File: config.mk
export PLATFORM = sky130hd
export DESIGN_NAME = dgt_top
export DESIGN_NICKNAME = d
export VERILOG_FILES = /design/src/hw/dgt_pkg.sv /design/src/hw/dgt_channel.sv /design/src/hw/dgt_top.sv
export SDC_FILE = /design/constraint.sdc
export NUM_CORES = 1
export LEC_CHECK = 0
export BUFFER_PORTS_ARGS = -buffer_cell sky130_fd_sc_hd__buf_2
export CAP_MARGIN = 20
export CELL_PAD_IN_SITES_DETAIL_PLACEMENT = 1
export CELL_PAD_IN_SITES_GLOBAL_PLACEMENT = 2
export CORE_MARGIN = 1
export CORE_UTILIZATION = 33
export CTS_CLUSTER_DIAMETER = 100
export DETAILED_ROUTE_END_ITERATION = 10
export GPL_ROUTABILITY_DRIVEN = 0
export GPL_TIMING_DRIVEN = 1
export PLACE_DENSITY_LB_ADDON = 0.05
export SLEW_MARGIN = 10
export SYNTH_ARGS = -nofsm -noshare
export SYNTH_HDL_FRONTEND = slang
export SYNTH_SLANG_ARGS = --single-unit
export TNS_END_PERCENT = 20
File: constraint.sdc
create_clock -name clock -period 2.4 [get_ports clock]
set_clock_uncertainty 0.2 [all_clocks]
set_input_delay 0.48 -clock clock [delete_from_list [all_inputs] [get_ports clock]]
set_output_delay 0.48 -clock clock [all_outputs]
set_load 0.01 [all_outputs]
File: src/hw/dgt_pkg.sv
// Constants, register map and types of the dual general-purpose timer
// How it works
// - Two timers, free-running 16-bit up-counters
// - Capture mode latches counter on input edge
// - Compare match drives output, interrupt, or both
// - Event mode counts input edges, not clock
// - Programmable 8-bit prescaler sets count rate
// - Source is bus clock, divided by 1/16
// - Compare output pulses low or toggles level
package dgt_pkg;

  // ----------------------------------------------------------------
  // Register byte offsets (APB, one 32-bit word each)
  // ----------------------------------------------------------------
  localparam logic [7:0] DGT_TIMER_SPAN = 8'h20; // Two timer blocks below
  localparam logic [3:0] DGT_CTRL_OFS = 4'h0; // Per-timer control
  localparam logic [3:0] DGT_REF_OFS = 4'h4; // Per-timer reference
  localparam logic [3:0] DGT_CAPT_OFS = 4'h8; // Per-timer capture hold
  localparam logic [3:0] DGT_COUNT_OFS = 4'hc; // Per-timer live count
  localparam logic [7:0] DGT_STAT_OFS = 8'h20; // Sticky event flags
  localparam logic [7:0] DGT_MASK_OFS = 8'h24; // Interrupt mask
  localparam int DGT_TIMER_SEL_BIT = 4; // Address bit picking timer

  // ----------------------------------------------------------------
  // Control field positions
  // ----------------------------------------------------------------
  localparam int DGT_CTRL_EN_BIT = 0; // Counter enable
  localparam int DGT_CTRL_MODE_LO = 1; // Mode field [2:1]
  localparam int DGT_CTRL_DIV16_BIT = 3; // Source divide by sixteen
  localparam int DGT_CTRL_TOGGLE_BIT = 4; // Output toggles, else pulses
  localparam int DGT_CTRL_OUTEN_BIT = 5; // Compare drives output
  localparam int DGT_CTRL_IRQEN_BIT = 6; // Compare raises interrupt
  localparam int DGT_CTRL_EDGE_LO = 7; // Edge select [8:7]
  localparam int DGT_CTRL_PRE_LO = 16; // Prescaler [23:16]
  localparam logic [31:0] DGT_CTRL_WMASK = 32'h00ff_01ff; // Writable bits

  // ----------------------------------------------------------------
  // Status bit positions: per timer, capture then compare
  // ----------------------------------------------------------------
  localparam int DGT_STAT_CAPT_BIT = 0;
  localparam int DGT_STAT_CMP_BIT = 1;
  localparam int DGT_STAT_PER_TIMER = 2;

  // ----------------------------------------------------------------
  // Reset values and timing counts
  // ----------------------------------------------------------------
  localparam logic [31:0] DGT_CTRL_RST = 32'h0000_0000;
  localparam logic [15:0] DGT_REF_RST = 16'hffff;
  localparam logic [3:0] DGT_MASK_RST = 4'h0;
  localparam logic [3:0] DGT_DIV16_LAST = 4'hf; // Last phase of /16
  localparam logic [15:0] DGT_COUNT_MAX = 16'hffff; // Wrap point

  // Counting mode; 2'b10 parks the counter
  typedef enum logic [1:0] {
    DGT_MODE_CAPTURE = 2'b00,
    DGT_MODE_COMPARE = 2'b01,
    DGT_MODE_EVENT = 2'b11,
    DGT_MODE_STOP = 2'b10
  } dgt_mode_t;

endpackage : dgt_pkg

File: src/hw/dgt_channel.sv
// One timer channel: input sync, clock divider, prescaler, counter
`timescale 1ns/1ns
`default_nettype none
module dgt_channel
  import dgt_pkg::*;
(
  input wire logic clock,
  input wire logic sys_rst,
  input wire logic enable,
  input wire dgt_mode_t mode,
  input wire logic src_div16,
  input wire logic out_toggle,
  input wire logic out_en,
  input wire logic [1:0] edge_sel,
  input wire logic [7:0] prescale,
  input wire logic [15:0] ref_val,
  input wire logic event_pin,
  output logic [15:0] count,
  output logic [15:0] capture,
  output logic capture_evt,
  output logic compare_evt,
  output logic wave_out
);

  // ----------------------------------------------------------------
  // State
  // ----------------------------------------------------------------
  logic sync1_r, sync2_r, sync3_r; // Pin synchroniser and edge history
  logic [3:0] div_r, div_nxt; // Divide-by-sixteen phase
  logic [7:0] pre_r, pre_nxt; // Prescaler phase
  logic [15:0] count_r, count_nxt; // Free-running counter
  logic [15:0] capt_r, capt_nxt; // Capture holding word
  logic wave_r, wave_nxt; // Output pin level, idles high
  logic src_tick, int_tick, qual_edge, tick, cap_hit, cmp_hit;

  // ----------------------------------------------------------------
  // Next-state logic
  // ----------------------------------------------------------------
  always_comb
  begin
    div_nxt = div_r;
    pre_nxt = pre_r;
    int_tick = 1'b0;
    // Undivided source ticks every cycle
    src_tick = src_div16 ? (div_r == DGT_DIV16_LAST) : 1'b1;
    if (enable && src_div16)
    begin
      div_nxt = div_r + 4'h1;
    end
    // Greater-or-equal so a lowered prescale never overshoots
    if (enable && src_tick)
    begin
      if (pre_r >= prescale)
      begin
        pre_nxt = 8'h00;
        int_tick = 1'b1;
      end
      else
      begin
        pre_nxt = pre_r + 8'h01;
      end
    end
    // Only the second and third stages feed the edge detector
    qual_edge = (edge_sel[0] & sync2_r & ~sync3_r)
              | (edge_sel[1] & ~sync2_r & sync3_r);
    // Event mode counts edges, other running modes the prescaled clock
    if (mode == DGT_MODE_EVENT)
    begin
      tick = enable & qual_edge;
    end
    else
    begin
      tick = enable & int_tick & (mode != DGT_MODE_STOP);
    end
    // Natural 16-bit wrap from the maximum to zero
    count_nxt = tick ? count_r + 16'h0001 : count_r;
    cap_hit = enable & (mode == DGT_MODE_CAPTURE) & qual_edge;
    capt_nxt = cap_hit ? count_r : capt_r;
    // Match fires once, on the tick that reaches the reference
    cmp_hit = tick & (mode == DGT_MODE_COMPARE) & (count_nxt == ref_val);
    // Pulse mode returns high one cycle after going low
    wave_nxt = out_toggle ? wave_r : 1'b1;
    if (cmp_hit && out_en)
    begin
      wave_nxt = out_toggle ? ~wave_r : 1'b0;
    end
  end

  // ----------------------------------------------------------------
  // Registers
  // ----------------------------------------------------------------
  always_ff @(posedge clock)
  begin
    if (sys_rst)
    begin
      sync1_r <= 1'b0;
      sync2_r <= 1'b0;
      sync3_r <= 1'b0;
      div_r <= 4'h0;
      pre_r <= 8'h00;
      count_r <= 16'h0000;
      capt_r <= 16'h0000;
      wave_r <= 1'b1;
    end
    else
    begin
      sync1_r <= event_pin;
      sync2_r <= sync1_r;
      sync3_r <= sync2_r;
      div_r <= div_nxt;
      pre_r <= pre_nxt;
      count_r <= count_nxt;
      capt_r <= capt_nxt;
      wave_r <= wave_nxt;
    end
  end

  assign count = count_r;
  assign capture = capt_r;
  assign capture_evt = cap_hit;
  assign compare_evt = cmp_hit;
  assign wave_out = wave_r;
endmodule : dgt_channel
`default_nettype wire

File: src/hw/dgt_top.sv
// Dual general-purpose timer: APB register file, interrupts, channels
//
// Design decisions made here: the address map and the APB slave port.
`timescale 1ns/1ns
`default_nettype none
module dgt_top
  import dgt_pkg::*;
(
  input wire logic clock,
  input wire logic sys_rst,
  input wire logic psel,
  input wire logic penable,
  input wire logic pwrite,
  input wire logic [7:0] paddr,
  input wire logic [31:0] pwdata,
  output logic [31:0] prdata,
  output logic pready,
  output logic pslverr,
  output logic irq,
  input wire logic timer0_event_input,
  input wire logic timer1_event_input,
  output logic timer0_wave_output,
  output logic timer1_wave_output
);

  // ----------------------------------------------------------------
  // Register state
  // ----------------------------------------------------------------
  logic [31:0] ctrl_r [2]; // Per-timer control words
  logic [31:0] ctrl_nxt [2];
  logic [15:0] ref_r [2]; // Per-timer reference values
  logic [15:0] ref_nxt [2];
  logic [3:0] stat_r, stat_nxt; // Sticky event flags
  logic [3:0] mask_r, mask_nxt; // Interrupt enables, same layout
  logic [31:0] rdata_r, rdata_nxt; // Read word, loaded in setup

  // ----------------------------------------------------------------
  // Channel wiring
  // ----------------------------------------------------------------
  logic [15:0] cnt_w [2]; // Live counts
  logic [15:0] capt_w [2]; // Capture words
  logic [1:0] capt_evt_w; // Capture events, one-cycle pulses
  logic [1:0] cmp_evt_w; // Compare events, one-cycle pulses
  logic [1:0] wave_w; // Output pin levels
  logic [1:0] pin_w; // Raw input pins

  // ----------------------------------------------------------------
  // Decode wires
  // ----------------------------------------------------------------
  logic setup_ph; // First cycle of a transfer
  logic access_ph; // Completing cycle, pready is always high
  logic in_timer; // Address falls in a timer block
  logic tsel; // Which timer block
  logic addr_ok; // Mapped and word aligned
  logic [3:0] set_v; // Events arriving this cycle
  logic [3:0] clr_v; // Write-one-to-clear request
  logic [31:0] rd_val; // Selected read word

  assign pin_w = {timer1_event_input, timer0_event_input};
  assign setup_ph = psel & ~penable;
  assign access_ph = psel & penable;
  assign in_timer = paddr < DGT_TIMER_SPAN;
  assign tsel = paddr[DGT_TIMER_SEL_BIT];

  // ----------------------------------------------------------------
  // Address check and read selection
  // ----------------------------------------------------------------
  always_comb
  begin
    addr_ok = 1'b0;
    rd_val = 32'h0000_0000;
    // Misaligned words are refused rather than silently rounded down
    if (paddr[1:0] == 2'b00)
    begin
      if (in_timer)
      begin
        addr_ok = 1'b1;
        unique case (paddr[3:0])
          DGT_CTRL_OFS: rd_val = ctrl_r[tsel];
          DGT_REF_OFS: rd_val = {16'h0000, ref_r[tsel]};
          DGT_CAPT_OFS: rd_val = {16'h0000, capt_w[tsel]};
          DGT_COUNT_OFS: rd_val = {16'h0000, cnt_w[tsel]};
          default: addr_ok = 1'b0;
        endcase
      end
      else if (paddr == DGT_STAT_OFS)
      begin
        addr_ok = 1'b1;
        rd_val = {28'h0000000, stat_r};
      end
      else if (paddr == DGT_MASK_OFS)
      begin
        addr_ok = 1'b1;
        rd_val = {28'h0000000, mask_r};
      end
    end
  end

  // ----------------------------------------------------------------
  // Register next values
  // ----------------------------------------------------------------
  always_comb
  begin
    ctrl_nxt = ctrl_r;
    ref_nxt = ref_r;
    mask_nxt = mask_r;
    rdata_nxt = rdata_r;
    clr_v = 4'h0;
    // Read word is latched in setup so prdata leaves a flip-flop
    if (setup_ph && !pwrite)
    begin
      rdata_nxt = rd_val;
    end
    // Writes land only at the completing edge of a mapped access
    if (access_ph && pwrite && addr_ok)
    begin
      if (in_timer)
      begin
        if (paddr[3:0] == DGT_CTRL_OFS)
        begin
          ctrl_nxt[tsel] = pwdata & DGT_CTRL_WMASK;
        end
        if (paddr[3:0] == DGT_REF_OFS)
        begin
          ref_nxt[tsel] = pwdata[15:0];
        end
      end
      else if (paddr == DGT_STAT_OFS)
      begin
        clr_v = pwdata[3:0];
      end
      else
      begin
        mask_nxt = pwdata[3:0];
      end
    end
    // Capture always flags; compare flags only when asked to
    for (int i = 0; i < 2; i++)
    begin
      set_v[i * DGT_STAT_PER_TIMER + DGT_STAT_CAPT_BIT] = capt_evt_w[i];
      set_v[i * DGT_STAT_PER_TIMER + DGT_STAT_CMP_BIT] =
        cmp_evt_w[i] & ctrl_r[i][DGT_CTRL_IRQEN_BIT];
    end
    // A new event beats a clear in the same cycle
    stat_nxt = (stat_r & ~clr_v) | set_v;
  end

  // ----------------------------------------------------------------
  // Register storage
  // ----------------------------------------------------------------
  always_ff @(posedge clock)
  begin
    if (sys_rst)
    begin
      ctrl_r[0] <= DGT_CTRL_RST;
      ctrl_r[1] <= DGT_CTRL_RST;
      ref_r[0] <= DGT_REF_RST;
      ref_r[1] <= DGT_REF_RST;
      stat_r <= 4'h0;
      mask_r <= DGT_MASK_RST;
      rdata_r <= 32'h0000_0000;
    end
    else
    begin
      ctrl_r <= ctrl_nxt;
      ref_r <= ref_nxt;
      stat_r <= stat_nxt;
      mask_r <= mask_nxt;
      rdata_r <= rdata_nxt;
    end
  end

  // ----------------------------------------------------------------
  // Bus answers and interrupt
  // ----------------------------------------------------------------
  // Zero wait states: every access completes in its first access cycle
  assign pready = 1'b1;
  assign pslverr = access_ph & ~addr_ok;
  assign prdata = rdata_r;
  assign irq = |(stat_r & mask_r);

  // ----------------------------------------------------------------
  // Two identical channels
  // ----------------------------------------------------------------
  for (genvar g = 0; g < 2; g++)
  begin : g_chan
    dgt_channel u_chan (
      .clock(clock),
      .sys_rst(sys_rst),
      .enable(ctrl_r[g][DGT_CTRL_EN_BIT]),
      .mode(dgt_mode_t'(ctrl_r[g][DGT_CTRL_MODE_LO +: 2])),
      .src_div16(ctrl_r[g][DGT_CTRL_DIV16_BIT]),
      .out_toggle(ctrl_r[g][DGT_CTRL_TOGGLE_BIT]),
      .out_en(ctrl_r[g][DGT_CTRL_OUTEN_BIT]),
      .edge_sel(ctrl_r[g][DGT_CTRL_EDGE_LO +: 2]),
      .prescale(ctrl_r[g][DGT_CTRL_PRE_LO +: 8]),
      .ref_val(ref_r[g]),
      .event_pin(pin_w[g]),
      .count(cnt_w[g]),
      .capture(capt_w[g]),
      .capture_evt(capt_evt_w[g]),
      .compare_evt(cmp_evt_w[g]),
      .wave_out(wave_w[g])
    );
  end

  assign timer0_wave_output = wave_w[0];
  assign timer1_wave_output = wave_w[1];
endmodule : dgt_top
`default_nettype wire

==> flow_summary.json <==
{
  "period_minus_slack_ps": 2930,
  "max_slew_margin": 0.461,
  "p_comb_frac": 0.045,
  "synthesis.area_mm2": 0.0104,
  "violations": "design-rule violations, negative setup slack",
  "cts_root_buffer": "clkbuf_16",
  "ios": 84,
  "max_freq_mhz": 341,
  "peakVddDrop_v": 0.000479,
  "dieArea_mm2": 0.0322,
  "numCtsBuffers": 17,
  "p_switching_mw": 1.61,
  "sw_frac_of_total": 0.244,
  "tightestPinTransition_ps": 809,
  "crit_path_end_kind": "register",
  "drv_slew": 0,
  "fp.dieW_um": 179,
  "grt_antenna_before_repair": 0,
  "placedCellCount": 1867,
  "maxCapViolations": 0,
  "first_iter_violations": 516,
  "p_leak_nw": 5.53,
  "ys_seq_area_frac": 0.374,
  "finalNetCount": 1579,
  "fin_setup_tns_ps": -1880,
  "core_mm2": 0.0307,
  "setup_viol": 8,
  "drc_errors": 12,
  "routedWlPerCell_um": 20.8,
  "cts_tree": "built",
  "clk_path_buf_depth": 2,
  "dp_worst_setup_slack_ps": -640,
  "total_power_mw": 6.59,
  "setup_ws_ps": -532,
  "cts_max_level": 4,
  "placed_cell_area_mm2": 0.0130,
  "synth-async-reset-ratio": 0,
  "clock-sinks": 194,
  "initial_utilization": 0.337,
  "utilization": 0.469,
  "seqPwrFrac": 0.489,
  "cp-start-kind": "register",
  "area_growth_pct": 39.0,
  "drive_above_1_share": 0.343,
  "crit_type": "reg2reg",
  "critPathRequiredTime_ps": 2550,
  "globalRouteTotalUtil": 0.254,
  "route.vias.total": 10175,
  "fin_crit_sh": 1.22,
  "power_density_mw_per_mm2": 457,
  "clkLatencyLatePin_ps": 460,
  "cts.reportedPaths.clkPinSlew_ps": 80,
  "rsz0062_at_grt": "yes",
  "worstHoldPathCells": 2,
  "postRouteAntennaNets": 0,
  "hpwl_um": 29700,
  "critPathArrivalTime_ps": 3080,
  "port-buffer-count": 66,
  "yosys_warnings": 0,
  "grt_pass1_wl_um": 60800,
  "first_pass_iters": 8,
  "r2r_cells": 12,
  "synth_ff_type": "dfxtp_1",
  "hold_violations": 0,
  "viasPerCell": 5.30,
  "status": "complete, but fails checks",
  "synth-seq-cells": 194,
  "synth_edf_count": 0,
  "grt_max_degree": 142,
  "rows": 64,
  "worstPathMaxFanout": 4,
  "grt_overflow_total": 0,
  "stdcell_area_mm2": 0.0144,
  "fillers": 3606,
  "min_path_type": "in2reg",
  "syn_avg_cell_area_um2": 8.38,
  "clkPwrFrac": 0.466,
  "whs_ps": 29.6,
  "yosysUniqueCellTypes": 81,
  "synthCells": 1238,
  "fin_cells": 1919,
  "die_h_um": 179,
  "power.internal_mw": 4.98,
  "diodes": 0,
  "grt_pass1_vias": 10522,
  "wirelength_um": 40000
}
## cell usage in the layout (no fill, tap or decap), types with 8 or more instances in the layout
| master | netlist | layout |
|---|---|---|
| buf_2 | 15 | 65 |
| dfxtp_1 | 194 | 176 |
| buf_12 | 0 | 11 |
| dfxtp_2 | 0 | 17 |
| a222oi_1 | 16 | 16 |
| o211ai_1 | 8 | 8 |
| ha_4 | 0 | 12 |
| a22oi_1 | 26 | 26 |
| buf_4 | 17 | 252 |
| nand3_1 | 41 | 36 |
| inv_2 | 0 | 8 |
| conb_1 | 2 | 9 |
| a21oi_1 | 86 | 78 |
| clkbuf_16 | 0 | 17 |
| inv_1 | 31 | 23 |
| a221oi_1 | 13 | 13 |
| nand4_1 | 12 | 12 |
| nand2b_1 | 13 | 12 |
| and3_1 | 13 | 11 |
| and2_1 | 10 | 9 |
| nand2_1 | 178 | 170 |
| xor2_1 | 36 | 36 |
| buf_6 | 2 | 10 |
| nor2b_1 | 11 | 10 |
| nor2_1 | 127 | 119 |
| nor3_1 | 12 | 8 |
| ha_1 | 22 | 8 |
| mux2i_1 | 91 | 91 |
| xnor2_1 | 33 | 29 |
| or3_1 | 9 | 9 |
| o21ai_0 | 36 | 28 |
## power groups by stage
stage               Clock [mW]  Combinational (mW)  Sequential (mW)
finish                    3.07               0.300             3.22
global route              3.27               0.320             3.22
global placement             0               0.295             3.30
floorplan                    0               0.144             3.30
CTS                       3.16               0.298             3.22
detailed placement           0               0.296             3.30
## final cells by class
class                           instances  area [um^2]  share of cell area
Multi-Input combinational cell        928         6740               0.468
Timing Repair Buffer                  338         2550               0.177
Clock buffer                           18          429              0.0298
Clock inverter                         14          179              0.0124
Sequential cell                       194         3910               0.271
Inverter                               31          116             0.00807
Tap cell                              396          495              0.0344
## cell families (layout without fill, tap and decap cells)
kind of cell | after synthesis | in the layout | synth area share
simple gates | 477 | 477 | 0.220
compound gates | 253 | 253 | 0.169
flops | 194 | 194 | 0.374
buf+inv | 123 | 401 | 0.0540
mux | 97 | 97 | 0.0943
xor+xnor | 70 | 70 | 0.0604
fa+ha+maj | 22 | 22 | 0.0265
other cells | 2 | 9 | 0.000724
## critical path, stage by stage (launching register included)
cell and delay (ps):
dfxtp_2 340, inv_2 50, ha_4 160, nor4_4 350, o21ai_4 130, buf_6 140
a21o_4 240, and4_1 220, nor3b_2 200, nand4b_1 180, nor4_4 330, nand3_1 130
mux2i_1 140
## cell usage after synthesis, drive strengths merged, types with 14 or more instances
cell type | count | area, um^2
a221oi | 14 | 129
clkbuf | 55 | 208
inv | 31 | 116
buf | 37 | 236
a222oi | 16 | 160
a21oi | 89 | 472
o21ai | 43 | 223
nor2 | 129 | 489
ha | 22 | 275
nand2 | 178 | 668
nand3 | 41 | 205
dfxtp | 194 | 3880
xor2 | 36 | 315
a22oi | 26 | 195
and3 | 14 | 88.8
mux2i | 91 | 911
xnor2 | 33 | 289
## sequential cells by signal (all words and copies together), names as in the netlist
name,count
stat_r,4
g_chan.u_chan.sync2_r,2
g_chan.u_chan.pre_r,16
g_chan.u_chan.wave_out,2
prdata,24
g_chan.u_chan.capture,32
g_chan.u_chan.count,32
g_chan.u_chan.div_r,8
mask_r,4
g_chan.u_chan.sync3_r,2
g_chan.u_chan.sync1_r,2
ctrl_r,34
ref_r,32
## metal layers
| metal | vias up | share of wire | global-route usage |
|---|---|---|---|
| met4 | 0 | 0.020 | 0.0721 |
| met3 | 35 | 0.026 | 0.0371 |
| met1 | 5066 | 0.47 | 0.331 |
| li1 | 4913 | - | - |
| met5 | - | 0 | 0 |
| met2 | 161 | 0.49 | 0.432 |
## path summary, 6_finish.rpt
check                                           start                                     end  slack (ps)
hold reg to reg   g_chan[1].u_chan.sync1_r$_SDFF_PP0_     g_chan[1].u_chan.sync2_r$_SDFF_PP0_         250
setup / recovery              ctrl_r[49]$_SDFFE_PP0P_  g_chan[0].u_chan.wave_out$_SDFFE_PP1P_        -530
hold / removal                     timer0_event_input     g_chan[0].u_chan.sync1_r$_SDFF_PP0_          30
setup reg to reg              ctrl_r[49]$_SDFFE_PP0P_  g_chan[0].u_chan.wave_out$_SDFFE_PP1P_        -530
## timing repair
action	CTS	global route
gates cloned	0	0
hold buffers	0	0
setup buffers	15	5
endpoints found under the setup margin	16	29
hold endpoints to repair	0	0
pin swaps	36	40
gates resized for setup	76	53
No activity file was read; power rests on OpenSTA's default activity.
